## config.mk

```make
export PLATFORM = sky130hd
export DESIGN_NAME = rsc_strap_config
export DESIGN_NICKNAME = d
export VERILOG_FILES = /design/src/design/rsc_pkg.sv /design/src/design/rsc_strap_config.sv /design/src/design/rsc_strap_decode.sv /design/src/design/rsc_switch_seq.sv
export SDC_FILE = /design/constraint.sdc
export NUM_CORES = 1
export LEC_CHECK = 0
export ABC_AREA = 1
export BUFFER_PORTS_ARGS = -buffer_cell sky130_fd_sc_hd__buf_2
export CAP_MARGIN = 20
export CORE_MARGIN = 3
export CORE_UTILIZATION = 51
export DETAILED_ROUTE_END_ITERATION = 8
export PLACE_DENSITY = 0.81
export SYNTH_ARGS = -nofsm -noshare
export SYNTH_HDL_FRONTEND = slang
export SYNTH_SLANG_ARGS = --single-unit
```

## constraint.sdc

```tcl
create_clock -name pclk -period 1.8 [get_ports pclk]
set_clock_uncertainty 0.2 [all_clocks]
set_input_delay 0.09 -clock pclk [delete_from_list [all_inputs] [get_ports pclk]]
set_output_delay 0.09 -clock pclk [all_outputs]
set_load 0.02 [all_outputs]
```

## src/design/rsc_pkg.sv

```systemverilog
// Shared constants, types and register map of the strap configuration decoder.
// Assumes a single 20 MHz clock and a synchronous analog strap quantiser.
package rsc_pkg;
	// Clock and initiation timing
	localparam int CLK_PERIOD_NS = 50;
	localparam int INIT_TIME_NS  = 1000000;
	localparam int INIT_CYCLES   = INIT_TIME_NS / CLK_PERIOD_NS; // Longest, rounds down
	localparam int INIT_W        = 15;

	// Strap index widths
	localparam int CAP_IDX_W  = 3;
	localparam int FUNC_IDX_W = 4;
	localparam int NCH        = 4;

	// Function strap index fields, rows in ascending table order
	localparam int FS_SEQ_BIT   = 3;
	localparam int FS_X8_BIT    = 2;
	localparam logic [1:0] FS_PSM_SEL = 2'h3;

	// Capability codes in amperes
	localparam logic [2:0] AMP_1A = 3'h1;
	localparam logic [2:0] AMP_2A = 3'h2;
	localparam logic [2:0] AMP_4A = 3'h4;

	// APB register byte addresses
	localparam logic [7:0] ADDR_STATUS  = 8'h00;
	localparam logic [7:0] ADDR_STRAP   = 8'h04;
	localparam logic [7:0] ADDR_DECODE  = 8'h08;
	localparam logic [7:0] ADDR_CHAN_EN = 8'h0c;
	localparam logic [7:0] ADDR_DRIVE   = 8'h10;
	localparam logic [3:0] CHAN_EN_RST  = 4'hf;

	// General-purpose pin function
	typedef enum logic [1:0] {
		GPIO_POWER_GOOD = 2'h0,
		GPIO_SYNC_IN    = 2'h1,
		GPIO_CLK_OUT    = 2'h2,
		GPIO_UNDERVOLT  = 2'h3
	} rsc_gpio_t;

	// Decoded configuration, frozen after initiation
	typedef struct packed {
		logic [NCH-1:0][2:0] amps;
		logic                pair12;
		logic                pair34;
		logic                seq_mode;
		logic                timer_x8;
		logic                power_save_mode;
		rsc_gpio_t           gpio;
	} rsc_cfg_t;

	// Per-channel analog events, one bit per channel
	typedef struct packed {
		logic [NCH-1:0] osc_tick;
		logic [NCH-1:0] peak_trip;
		logic [NCH-1:0] zero_cross;
		logic [NCH-1:0] below_reg;
		logic [NCH-1:0] light_load;
	} rsc_sense_t;

	// APB request and answer
	typedef struct packed {
		logic        psel;
		logic        penable;
		logic        pwrite;
		logic [7:0]  paddr;
		logic [31:0] pwdata;
	} rsc_apb_req_t;

	typedef struct packed {
		logic [31:0] prdata;
		logic        pready;
		logic        pslverr;
	} rsc_apb_rsp_t;

	// Initiation states
	typedef enum logic [3:0] {
		ST_RESET  = 4'b0001,
		ST_SETTLE = 4'b0010,
		ST_LATCH  = 4'b0100,
		ST_RUN    = 4'b1000
	} rsc_init_t;

	// Switch states
	typedef enum logic [2:0] {
		SW_IDLE = 3'b001,
		SW_HIGH = 3'b010,
		SW_LOW  = 3'b100
	} rsc_sw_t;
endpackage

```

## src/design/rsc_strap_config.sv

```systemverilog
// Top of the strap configuration decoder and switch control.
// Assumes strap indices from an analog quantiser, synchronous to pclk,
// and an APB master for software access.
//
// Function
// - First strap resolves into one of eight codes.
// - Second strap resolves into one of sixteen codes, open included.
// - Straps sampled only at initiation, then settings frozen.
// - Initiation ends under 1 ms; no switching before it ends.
// - First-strap codes 0..17.8k set unpaired per-channel current capability.
// - First-strap codes 21.5k, 26.1k, 31.6k select channel pairing.
// - Second-strap lower eight codes manual, upper eight grouped sequence.
// - Timer multiplier one or eight from the second strap.
// - Four second-strap codes select automatic power-save, others forced.
// - Second strap picks general-purpose pin function.
// - Operating mode applies identically to all unpaired channels.
// - Forced mode switches every cycle, low side stays on below zero.
// - Automatic mode drops frequency at light load, low side off at zero.
// - High side on at cycle start, off at peak, then low side.
// - Power-save bursts until regulation returns; switches off when idle.
// - Paired channels run forced mode; no sequence mode when paired.
// - Sequence mode turns first enable into grouped turn-on for all.
`timescale 1ns/1ns
module rsc_strap_config
	import rsc_pkg::*;
#(
	parameter int INIT_COUNT = INIT_CYCLES
) (
	// Clock and reset
	input  wire logic                  pclk,
	input  wire logic                  presetn,
	// APB slave
	input  rsc_apb_req_t               apb_req,
	output rsc_apb_rsp_t               apb_rsp,
	// Quantised strap indices
	input  wire logic [CAP_IDX_W-1:0]  capability_strap,
	input  wire logic [FUNC_IDX_W-1:0] function_strap,
	// Enable pins, first one doubles as grouped turn-on
	input  wire logic [NCH-1:0]        en_pin,
	// Analog events per channel
	input  rsc_sense_t                 sense,
	// Switch drives
	output logic [NCH-1:0]             hs_drive,
	output logic [NCH-1:0]             ls_drive,
	// Frozen configuration
	output logic                       cfg_valid,
	output rsc_cfg_t                   cfg,
	output logic [NCH-1:0]             forced_fixed_freq_mode
);
	localparam logic [INIT_W-1:0] LATCH_AT = INIT_W'(INIT_COUNT - 3);

	rsc_init_t               init_reg;
	rsc_init_t               init_next;
	logic [INIT_W-1:0]       init_cnt_reg;
	logic [CAP_IDX_W-1:0]    cap_idx_reg;
	logic [FUNC_IDX_W-1:0]   func_idx_reg;
	rsc_cfg_t                cfg_dec;
	rsc_cfg_t                cfg_reg;
	logic [NCH-1:0]          chan_en_reg;
	logic [31:0]             prdata_reg;

	// Initiation sequence: settle, latch once, run
	always_comb begin
		init_next = init_reg;
		case (init_reg)
			ST_RESET:  init_next = ST_SETTLE;
			ST_SETTLE: begin
				if (init_cnt_reg >= LATCH_AT)
					init_next = ST_LATCH;
			end
			ST_LATCH:  init_next = ST_RUN;
			ST_RUN:    init_next = ST_RUN;
			default:   init_next = ST_RESET;
		endcase
	end

	// Init state and cycle count; count stops once running
	always_ff @(posedge pclk or negedge presetn) begin
		if (!presetn) begin
			init_reg     <= ST_RESET;
			init_cnt_reg <= '0;
		end else begin
			init_reg <= init_next;
			if (init_reg != ST_RUN)
				init_cnt_reg <= init_cnt_reg + 1'b1;
		end
	end

	// Straps caught once, at the latch state only
	always_ff @(posedge pclk or negedge presetn) begin
		if (!presetn) begin
			cap_idx_reg  <= '0;
			func_idx_reg <= '0;
		end else if (init_reg == ST_LATCH) begin
			cap_idx_reg  <= capability_strap;
			func_idx_reg <= function_strap;
		end
	end

	// Table decode of the live straps; the latch edge keeps index and settings together
	rsc_strap_decode u_decode (
		.cap_idx  (capability_strap),
		.func_idx (function_strap),
		.cfg      (cfg_dec)
	);

	// Decoded word registered so outputs come from flops
	always_ff @(posedge pclk or negedge presetn) begin
		if (!presetn)
			cfg_reg <= '0;
		else if (init_reg == ST_LATCH)
			cfg_reg <= cfg_dec;
	end

	assign cfg       = cfg_reg;
	assign cfg_valid = (init_reg == ST_RUN);

	// Mode per channel: global setting, paired channels forced
	wire logic [NCH-1:0] pair_mask = {{2{cfg_reg.pair34}}, {2{cfg_reg.pair12}}};
	wire logic [NCH-1:0] psm_ch    = {NCH{cfg_reg.power_save_mode}} & ~pair_mask;
	assign forced_fixed_freq_mode = ~psm_ch;

	// Enable routing: grouped turn-on in sequence mode, slaves follow masters
	wire logic [NCH-1:0] raw_req = cfg_reg.seq_mode ? {NCH{en_pin[0]}} : en_pin;
	wire logic [NCH-1:0] chan_req = {
		cfg_reg.pair34 ? raw_req[2] : raw_req[3],
		raw_req[2],
		cfg_reg.pair12 ? raw_req[0] : raw_req[1],
		raw_req[0]
	};
	// Nothing may switch before the configuration is valid
	wire logic [NCH-1:0] run_ch = {NCH{cfg_valid}} & chan_req & chan_en_reg;

	// One switch sequencer per channel
	genvar gi;
	generate
		for (gi = 0; gi < NCH; gi++) begin : g_ch
			rsc_switch_seq u_seq (
				.pclk       (pclk),
				.presetn    (presetn),
				.run        (run_ch[gi]),
				.psm_cfg    (psm_ch[gi]),
				.osc_tick   (sense.osc_tick[gi]),
				.peak_trip  (sense.peak_trip[gi]),
				.zero_cross (sense.zero_cross[gi]),
				.below_reg  (sense.below_reg[gi]),
				.light_load (sense.light_load[gi]),
				.hs_on      (hs_drive[gi]),
				.ls_on      (ls_drive[gi])
			);
		end
	endgenerate

	// APB decode
	wire logic setup_ph  = apb_req.psel & ~apb_req.penable;
	wire logic access_ph = apb_req.psel & apb_req.penable;
	wire logic hit_stat  = (apb_req.paddr == ADDR_STATUS);
	wire logic hit_strap = (apb_req.paddr == ADDR_STRAP);
	wire logic hit_dec   = (apb_req.paddr == ADDR_DECODE);
	wire logic hit_en    = (apb_req.paddr == ADDR_CHAN_EN);
	wire logic hit_drv   = (apb_req.paddr == ADDR_DRIVE);
	wire logic addr_hit  = hit_stat | hit_strap | hit_dec | hit_en | hit_drv;
	wire logic wr_en     = access_ph & apb_req.pwrite & hit_en;

	// Read selection; unmapped reads return zero
	wire logic [31:0] rd_val =
		hit_stat  ? {28'h0, init_reg} << 1 | {31'h0, cfg_valid} :
		hit_strap ? {24'h0, func_idx_reg, 1'b0, cap_idx_reg} :
		hit_dec   ? {13'h0, cfg_reg} :
		hit_en    ? {28'h0, chan_en_reg} :
		hit_drv   ? {24'h0, ls_drive, hs_drive} :
		32'h0;

	// Read data captured in setup, so the access needs no wait
	always_ff @(posedge pclk or negedge presetn) begin
		if (!presetn)
			prdata_reg <= '0;
		else if (setup_ph)
			prdata_reg <= rd_val;
	end

	// Channel enable mask, write-only effect at access edge
	always_ff @(posedge pclk or negedge presetn) begin
		if (!presetn)
			chan_en_reg <= CHAN_EN_RST;
		else if (wr_en)
			chan_en_reg <= apb_req.pwdata[NCH-1:0];
	end

	assign apb_rsp.prdata  = prdata_reg;
	assign apb_rsp.pready  = 1'b1;
	assign apb_rsp.pslverr = access_ph & ~addr_hit;

	// Helper: strap values seen at the latch edge
	logic [CAP_IDX_W-1:0]  cap_seen_reg;
	logic [FUNC_IDX_W-1:0] func_seen_reg;
	always_ff @(posedge pclk or negedge presetn) begin
		if (!presetn) begin
			cap_seen_reg  <= '0;
			func_seen_reg <= '0;
		end else if (init_reg == ST_LATCH) begin
			cap_seen_reg  <= capability_strap;
			func_seen_reg <= function_strap;
		end
	end

	cfg_frozen_a: assert property (@(posedge pclk) disable iff (!presetn)
		cfg_valid && $past(cfg_valid) |-> $stable(cfg_reg) && $stable(cap_idx_reg))
		else $error("configuration changed after initiation");

	init_bound_a: assert property (@(posedge pclk) disable iff (!presetn)
		!cfg_valid |-> init_cnt_reg < INIT_W'(INIT_COUNT))
		else $error("initiation overran its time");

	drive_off_a: assert property (@(posedge pclk) disable iff (!presetn)
		!cfg_valid |-> hs_drive == '0 && ls_drive == '0)
		else $error("switch driven before configuration valid");

	valid_latch_a: assert property (@(posedge pclk) disable iff (!presetn)
		$rose(cfg_valid) |-> $past(init_reg) == ST_LATCH
			&& cap_idx_reg == cap_seen_reg && func_idx_reg == func_seen_reg)
		else $error("valid raised without latched straps");

	pair_forced_a: assert property (@(posedge pclk) disable iff (!presetn)
		cfg_valid && (cfg_reg.pair12 || cfg_reg.pair34)
			|-> !cfg_reg.seq_mode && (psm_ch & pair_mask) == '0)
		else $error("paired channel not in forced mode");

	pair_code_a: assert property (@(posedge pclk) disable iff (!presetn)
		cfg_valid |-> cfg_reg.pair12 == (cap_idx_reg == 3'h5 || cap_idx_reg == 3'h7)
			&& cfg_reg.pair34 == (cap_idx_reg >= 3'h6))
		else $error("pairing does not match capability code");

	psm_code_a: assert property (@(posedge pclk) disable iff (!presetn)
		cfg_valid |-> cfg_reg.power_save_mode == (func_idx_reg[1:0] == 2'h3))
		else $error("power-save selection wrong");

	grouped_on_a: assert property (@(posedge pclk) disable iff (!presetn)
		cfg_valid && cfg_reg.seq_mode |-> run_ch == ({NCH{en_pin[0]}} & chan_en_reg))
		else $error("grouped turn-on not applied");

	seq_code_a: assert property (@(posedge pclk) disable iff (!presetn)
		cfg_valid && !cfg_reg.pair12 && !cfg_reg.pair34
			|-> cfg_reg.seq_mode == func_idx_reg[3])
		else $error("enable mode does not match function code");
endmodule

```

## src/design/rsc_strap_decode.sv

```systemverilog
// Combinational decode of the two strap indices into settings.
// Assumes the caller registers the result at the latch edge only.
`timescale 1ns/1ns
module rsc_strap_decode
	import rsc_pkg::*;
(
	// Live strap indices from the quantiser
	input  wire logic [CAP_IDX_W-1:0]  cap_idx,
	input  wire logic [FUNC_IDX_W-1:0] func_idx,
	// Decoded settings
	output rsc_cfg_t                   cfg
);
	// Capability table, eight codes: amps and pairing
	function automatic logic [13:0] cap_lookup(input logic [CAP_IDX_W-1:0] idx);
		case (idx)
			3'h0: cap_lookup = {AMP_2A, AMP_2A, AMP_4A, AMP_4A, 2'b00};
			3'h1: cap_lookup = {AMP_2A, AMP_2A, AMP_2A, AMP_4A, 2'b00};
			3'h2: cap_lookup = {AMP_1A, AMP_1A, AMP_2A, AMP_4A, 2'b00};
			3'h3: cap_lookup = {AMP_2A, AMP_2A, AMP_2A, AMP_2A, 2'b00};
			3'h4: cap_lookup = {AMP_1A, AMP_1A, AMP_2A, AMP_2A, 2'b00};
			3'h5: cap_lookup = {AMP_2A, AMP_2A, AMP_4A, AMP_4A, 2'b10};
			3'h6: cap_lookup = {AMP_2A, AMP_2A, AMP_4A, AMP_4A, 2'b01};
			default: cap_lookup = {AMP_2A, AMP_2A, AMP_4A, AMP_4A, 2'b11};
		endcase
	endfunction

	// Pin function from the low index bits and the enable mode
	function automatic rsc_gpio_t gpio_lookup(input logic [FUNC_IDX_W-1:0] idx);
		if (idx[1:0] == 2'h1)
			gpio_lookup = GPIO_SYNC_IN;
		else if (idx[1:0] == 2'h2)
			gpio_lookup = GPIO_CLK_OUT;
		else if (idx[FS_SEQ_BIT])
			gpio_lookup = GPIO_UNDERVOLT;
		else
			gpio_lookup = GPIO_POWER_GOOD;
	endfunction

	wire logic [13:0] cap_word = cap_lookup(cap_idx);
	wire logic        any_pair = cap_word[1] | cap_word[0];

	// Paired channels cannot use the grouped sequencer
	assign cfg.amps            = cap_word[13:2];
	assign cfg.pair12          = cap_word[1];
	assign cfg.pair34          = cap_word[0];
	assign cfg.seq_mode        = func_idx[FS_SEQ_BIT] & ~any_pair;
	assign cfg.timer_x8        = func_idx[FS_X8_BIT];
	assign cfg.power_save_mode = (func_idx[1:0] == FS_PSM_SEL);
	assign cfg.gpio            = gpio_lookup(func_idx);
endmodule

```

## src/design/rsc_switch_seq.sv

```systemverilog
// Per-cycle switch sequencer for one buck channel.
// Assumes analog events arrive as pulses or levels synchronous to pclk.
`timescale 1ns/1ns
module rsc_switch_seq
	import rsc_pkg::*;
(
	// Clock and reset
	input  wire logic pclk,
	input  wire logic presetn,
	// Control
	input  wire logic run,
	input  wire logic psm_cfg,
	// Analog events
	input  wire logic osc_tick,
	input  wire logic peak_trip,
	input  wire logic zero_cross,
	input  wire logic below_reg,
	input  wire logic light_load,
	// Switch drives
	output logic      hs_on,
	output logic      ls_on
);
	rsc_sw_t state_reg;
	rsc_sw_t state_next;

	// Fixed frequency unless power-save is idling at light load
	wire logic burst_ok = ~(psm_cfg & light_load) | below_reg;

	// Next state
	always_comb begin
		state_next = state_reg;
		case (state_reg)
			SW_IDLE: begin
				if (run && osc_tick && burst_ok)
					state_next = SW_HIGH;
			end
			SW_HIGH: begin
				if (!run)
					state_next = SW_IDLE;
				else if (peak_trip)
					state_next = SW_LOW;
			end
			SW_LOW: begin
				if (!run)
					state_next = SW_IDLE;
				else if (osc_tick)
					state_next = burst_ok ? SW_HIGH : SW_IDLE;
				else if (psm_cfg && zero_cross)
					state_next = SW_IDLE;
			end
			default: state_next = SW_IDLE;
		endcase
	end

	// State register
	always_ff @(posedge pclk or negedge presetn) begin
		if (!presetn)
			state_reg <= SW_IDLE;
		else
			state_reg <= state_next;
	end

	// Drives straight off the state flops
	assign hs_on = (state_reg == SW_HIGH);
	assign ls_on = (state_reg == SW_LOW);

	hs_on_tick_a: assert property (@(posedge pclk) disable iff (!presetn)
		$rose(hs_on) |-> $past(osc_tick) && $past(run))
		else $error("high side rose without a cycle start");

	ccm_hold_a: assert property (@(posedge pclk) disable iff (!presetn)
		ls_on && run && !psm_cfg && !osc_tick |=> ls_on)
		else $error("low side dropped in forced mode");

	dcm_off_a: assert property (@(posedge pclk) disable iff (!presetn)
		ls_on && run && psm_cfg && zero_cross && !osc_tick |=> !ls_on && !hs_on)
		else $error("low side stayed on after zero crossing");

	psm_idle_a: assert property (@(posedge pclk) disable iff (!presetn)
		!hs_on && psm_cfg && light_load && !below_reg |=> !hs_on)
		else $error("burst started while in regulation");
endmodule

```

# ---- Word level (Yosys, flattened, before mapping)
# Index checks and enable logic that the tools add are counted.
dict set report word_totals {
  reg_bits 93
  inputBits 76
  out_inout_bits 66
  elab_cells 162
}
dict set report classes {
  addsub 1
  magnitude_cmp 1
  n_eq_ne 43
  mux 46
  n_bitwise 32
  n_reduce_logical 19
}
# op count
set ops {}
lappend ops {{13-bit one-hot mux with 7 select lines} 1}
lappend ops {{3-bit two-way mux} 24}
lappend ops {{19-bit two-way mux} 3}
lappend ops {{3-bit one-hot mux with 3 select lines} 4}
lappend ops {{3-bit == test (second input constant)} 7}
lappend ops {{4-bit != test (second input constant)} 5}
lappend ops {{3-bit by 2-bit == test with 1-bit output (second input constant)} 6}
lappend ops {{8-bit by 4-bit == test with 1-bit output (second input constant)} 2}
lappend ops {{8-bit two-way mux} 2}
lappend ops {{15-bit by 1-bit adder with 15-bit output (second input constant)} 1}
lappend ops {{3-bit by 1-bit == test with 1-bit output (second input constant)} 5}
lappend ops {{15-bit greater-or-equal comparator (second input constant)} 1}
lappend ops {{2-bit two-way mux} 7}
lappend ops {{4-bit AND} 3}
lappend ops {{1-bit logical AND} 12}
lappend ops {{3-bit != test (second input constant)} 4}
lappend ops {{4-bit one-hot mux with 3 select lines} 1}
lappend ops {{3-bit AND reduction} 4}
lappend ops {{1-bit AND} 10}
lappend ops {{1-bit OR} 9}
lappend ops {{8-bit by 3-bit == test with 1-bit output (second input constant)} 1}
lappend ops {{8-bit by 5-bit == test with 1-bit output (second input constant)} 1}
lappend ops {{8-bit logical NOT} 1}
lappend ops {{4-bit two-way mux} 2}
lappend ops {{14 further kinds} 26}

# ---- Depth between registers and ports, before layout
dict set report depth {
  word_depth 9
  mapped_depth 11
  mapped_depth_nobuf 11
}

# ---- Hierarchy
# From an unflattened synthesis, not the netlist that was laid out.
dict set report unflattened {
  hier_cells 642
  hier_area_um2 4733.3
}
# module instances cells_each area_each_um2 seq_area_each_um2
set modules_own_cells {}
lappend modules_own_cells {rsc_strap_config 1 435 3490.8 1707.9}
lappend modules_own_cells {rsc_switch_seq 4 42 265.3 76.3}
lappend modules_own_cells {rsc_strap_decode 1 39 181.4 0.0}

# ---- Least setup slack after synthesis
# OpenSTA, ideal clock, no wires.
dict set report synth_path {
  kind {register -> register}
  from {reg cfg_reg, in the netlist cfg[5]}
  to {reg g_ch[3].u_seq.state_reg[2]}
  setup_ns 0.126
  arrival_ns 1.313
  required_ns 1.474
  slack_ns 0.161
  path_stages_with_launch 10
  n_path_buf 0
  synth_period_minus_slack_ns 1.639
  path_cell_list {dfrtp_1 > inv_1 > nand2_1 > nor2_1 > nor2_1 > nand3_1 > nand2_1 > nand2_1 > nand2_1 > o21ai_0}
}
dict set report synth_via {
  elab_chain_cells 8
  elab_cells_between_ends 18
  cone_classes {eq/ne (3); mux (4); bitwise (7); reduce/logical (4)}
}
# element line
set synth_rtl {}
lappend synth_rtl {{start, declared} rsc_strap_config.sv:58} ;# rsc_cfg_t cfg_reg;
lappend synth_rtl {{start signal, assigned} rsc_strap_config.sv:112} ;# cfg_reg <= cfg_dec;
lappend synth_rtl {{4-bit NOT} rsc_strap_config.sv:120} ;# wire logic [NCH-1:0] psm_ch = {NCH{cfg_reg.power_save_mode}} & ~pair_mask;
lappend synth_rtl {{4-bit AND} rsc_strap_config.sv:120}
lappend synth_rtl {{1-bit AND} rsc_switch_seq.sv:27} ;# wire logic burst_ok = ~(psm_cfg & light_load) | below_reg;
lappend synth_rtl {{1-bit NOT} rsc_switch_seq.sv:27}
lappend synth_rtl {{1-bit OR} rsc_switch_seq.sv:27}
lappend synth_rtl {{1-bit logical AND} rsc_switch_seq.sv:34} ;# if (run && osc_tick && burst_ok)
lappend synth_rtl {{2-bit by 1-bit != test with 1-bit output (no line)} -}
lappend synth_rtl {{3-bit AND reduction (no line)} -}
lappend synth_rtl {{end signal, assigned} rsc_switch_seq.sv:60} ;# state_reg <= state_next;
lappend synth_rtl {{end, declared} rsc_switch_seq.sv:23} ;# rsc_sw_t state_reg;
# Parallel ways exist; a longest one is shown, timed or not.
# A chain may end at the register's enable or synchronous reset.

# ---- Final worst setup path
dict set report layout_path {
  from {reg g_ch[2].u_seq.state_reg[1]}
  to {out hs_drive[2]}
}
dict set report layout_via {
  elab_chain_cells 1
}
# element line
set layout_rtl {}
lappend layout_rtl {{start, declared} rsc_switch_seq.sv:23}
lappend layout_rtl {{start signal, assigned} rsc_switch_seq.sv:60}
lappend layout_rtl {{3-bit by 2-bit == test with 1-bit output} rsc_switch_seq.sv:64} ;# assign hs_on = (state_reg == SW_HIGH);
lappend layout_rtl {{end, declared} rsc_strap_config.sv:43} ;# output logic [NCH-1:0] hs_drive,
# Every way passes these cells.

==> qor.yml <==
start_kind: "flip-flop"
comb_power_share_pct: 9.6
yosys-top-cells-area: "dfrtp_1 (37%), nand2_1 (13%), inv_1 (8.5%)"
critPathMaxFanout: 4
leakagePower_nw: 2.78
cp.arrival_ps: 1420
p_per_area_nw_per_um2: 655
drv_slew: 0
dr.pass1.iters: 5
crit_path_start: "g_ch[2].u_seq.state_reg[1]"
synth_fa_ha_area_share_pct: 0.621
dp_slack_ps: 84.3
area.growth.synth_to_final_pct: 25.3
p_int_mw: 2.49
cts_tree: "yes"
synth_top_family_by_area: "simple AND/OR/NAND/NOR gates"
gr-total-overflow: 0
gr-usage-all-layers_pct: 24.5
largest_register_ffs: 15
seqPwrFrac_pct: 46.9
via_count: 3903
die_y_um: 94.9
status: "completed"
setup_tns_ps: 0
final_layout_size_suffix_gt1_share_pct: 23.9
fin_nets: 742
synth_area_um2: 4030
cts_made_buffers: 9
final_common_cell: "nand2_1"
p_sw_share_pct: 24.8
path_cells: "inv_1 -> nor3_1 -> buf_2"
drc: 0
syn_inst: 538
synth.avg_cell_area_um2: 7.49
clock_path_buffers: 2
max_freq_mhz: 584
maxCapViolCount: 0
cp-end-kind: "primary output"
hpwl_um: 7640
start_util_pct: 54.1
ys_warn_count: 0
final_antenna_net_count: 0
slowest_delay_ps: 370
io_buffer_count: 92
period_share_pct: 95.1
min_period_ps: 1710
crit_type: "reg -> out"
path_delay_family: "flip-flops"
synthXorXnorAreaFrac_pct: 2.61
pin_count: 142
numClockSinks: 68
clock-root-buffer: "clkbuf_8"
ys_types: 38
path_clk_slew_ps: 80
synthMuxAreaShare_pct: 0
setup_slack_ps: 87.6
setup_viol: 0
p_switching_uw: 821
place_congestion: 0.950
antenna_found_initial: 0
synth_simple_gate_area_share_pct: 30.6
clkPwrFrac_pct: 43.5
synth_compound_area_share_pct: 7.42
design.core.area_um2: 7450
cp_slowest_cell: "dfrtp_1"
grt_start_max_net_pins: 69
wirelength_um: 10400
hold_slack_ps: 7.33
fp-row-count: 31
drt_iter0_drc: 328
r2r_slack_ps: 110
synth.top_cell.area_share_pct: 36.6
ys_seq_area_share_pct: 42.5
vdd_drop_max_mv: 0.516
fillCellCount: 575
min_path_type: "in -> reg"
cp.required_ps: 1510
final_cell_mix: "nand2_1 (139), buf_2 (92), inv_1 (91)"
clk_latency_ps: 350
grt_pass1_wl_um: 17100
fp.dieW_um: 94.9
wire_per_inst_um: 13.6
synth_top_area_cell: "dfrtp_1"
grt_pass1_vias: 3740
min_from: "sense[4]"
hold_viol_final: 0
vias_per_cell: 5.08
die_area_um2: 9010
antenna_cells: 0
crit_buf_inv: 2
htree_levels: 3
r2r_start: "init_reg[0]"
ys_ff_latch: 68
-- routing by layer --
metal	track usage, %	share of wire [%]	routed length [um]
met3	4.30	7.2	752
met4	8.65	2.4	255
met2	41.9	49	5120
met1	31.1	41	4300
met5	0	0	0
-- worst reg2reg max path: cells and delay by family, from the launching register on --
kind | cells | cell delay [ps]
DFF | 1 | 580
and+or+nand+nor | 7 | 810
-- metrics by stage --
step,power [mW],util [%],area (um^2),cells
floorplan,1.75,-,4100,557
global placement,1.84,60.3,4490,720
detailed placement,1.84,60.3,4490,720
CTS,3.30,67.2,5010,765
global route,3.43,67.8,5050,768
finish,3.31,67.8,5050,768
-- cells in the mapped netlist, drive strengths merged --
master,instances
buf,39
ha,2
a31oi,4
o21ai,28
a21oi,4
clkbuf,1
dfstp,9
nor3b,1
nand2,141
nand4,10
nor3,18
o211ai,4
xor2,9
inv,93
o21bai,2
nand3b,3
o22ai,5
a21boi,1
nand3,45
xnor2,3
o21a,2
dfrtp,59
conb,2
nor2,50
or2,3
-- cell type report --
cell class	instances	area (um^2)	area share [%]
clock buffers	10	138	2.72
clock inverters	6	86.3	1.71
inverters	93	349	6.91
multi-input cells	356	1760	34.9
flip-flops and latches	68	1710	33.9
well taps	99	124	2.45
repair buffers	136	878	17.4
-- timing repair --
action                                  CTS  global route
buffers inserted                          0             3
hold buffers                             29             0
endpoints found under the setup margin    0            14
gates resized for setup                   0             6
hold endpoints to repair                104             0
-- power groups by stage --
stage	Combinational, mW	Clock [mW]	Sequential, mW
final	0.318	1.44	1.55
after global routing	0.352	1.53	1.55
after CTS	0.314	1.44	1.55
after detailed placement	0.263	0	1.58
after global placement	0.258	0	1.58
after floorplan	0.158	0	1.59
-- logic make-up after synthesis --
logic type / count (synthesis)
adders and majority gates: 2
xor gates and xnor gates: 12
other: 2
and+or+nand+nor: 271
DFF: 68
buffers and inverters: 133
AOI/OAI and AO/OA: 50
-- worst paths after layout --
| path | to | cells after the start |
|---|---|---|
| min in group asynchronous | g_ch[2].u_seq.state_reg[1] | 3 |
| worst max-delay path | hs_drive[2] | 3 |
| worst max register to register | init_cnt_reg[13] | 7 |
| worst min-delay path | g_ch[0].u_seq.state_reg[1] | 7 |
| max in group asynchronous | chan_en_reg[1] | 3 |
| worst min register to register | init_cnt_reg[14] | 1 |
(Power assumes the default switching activity.)
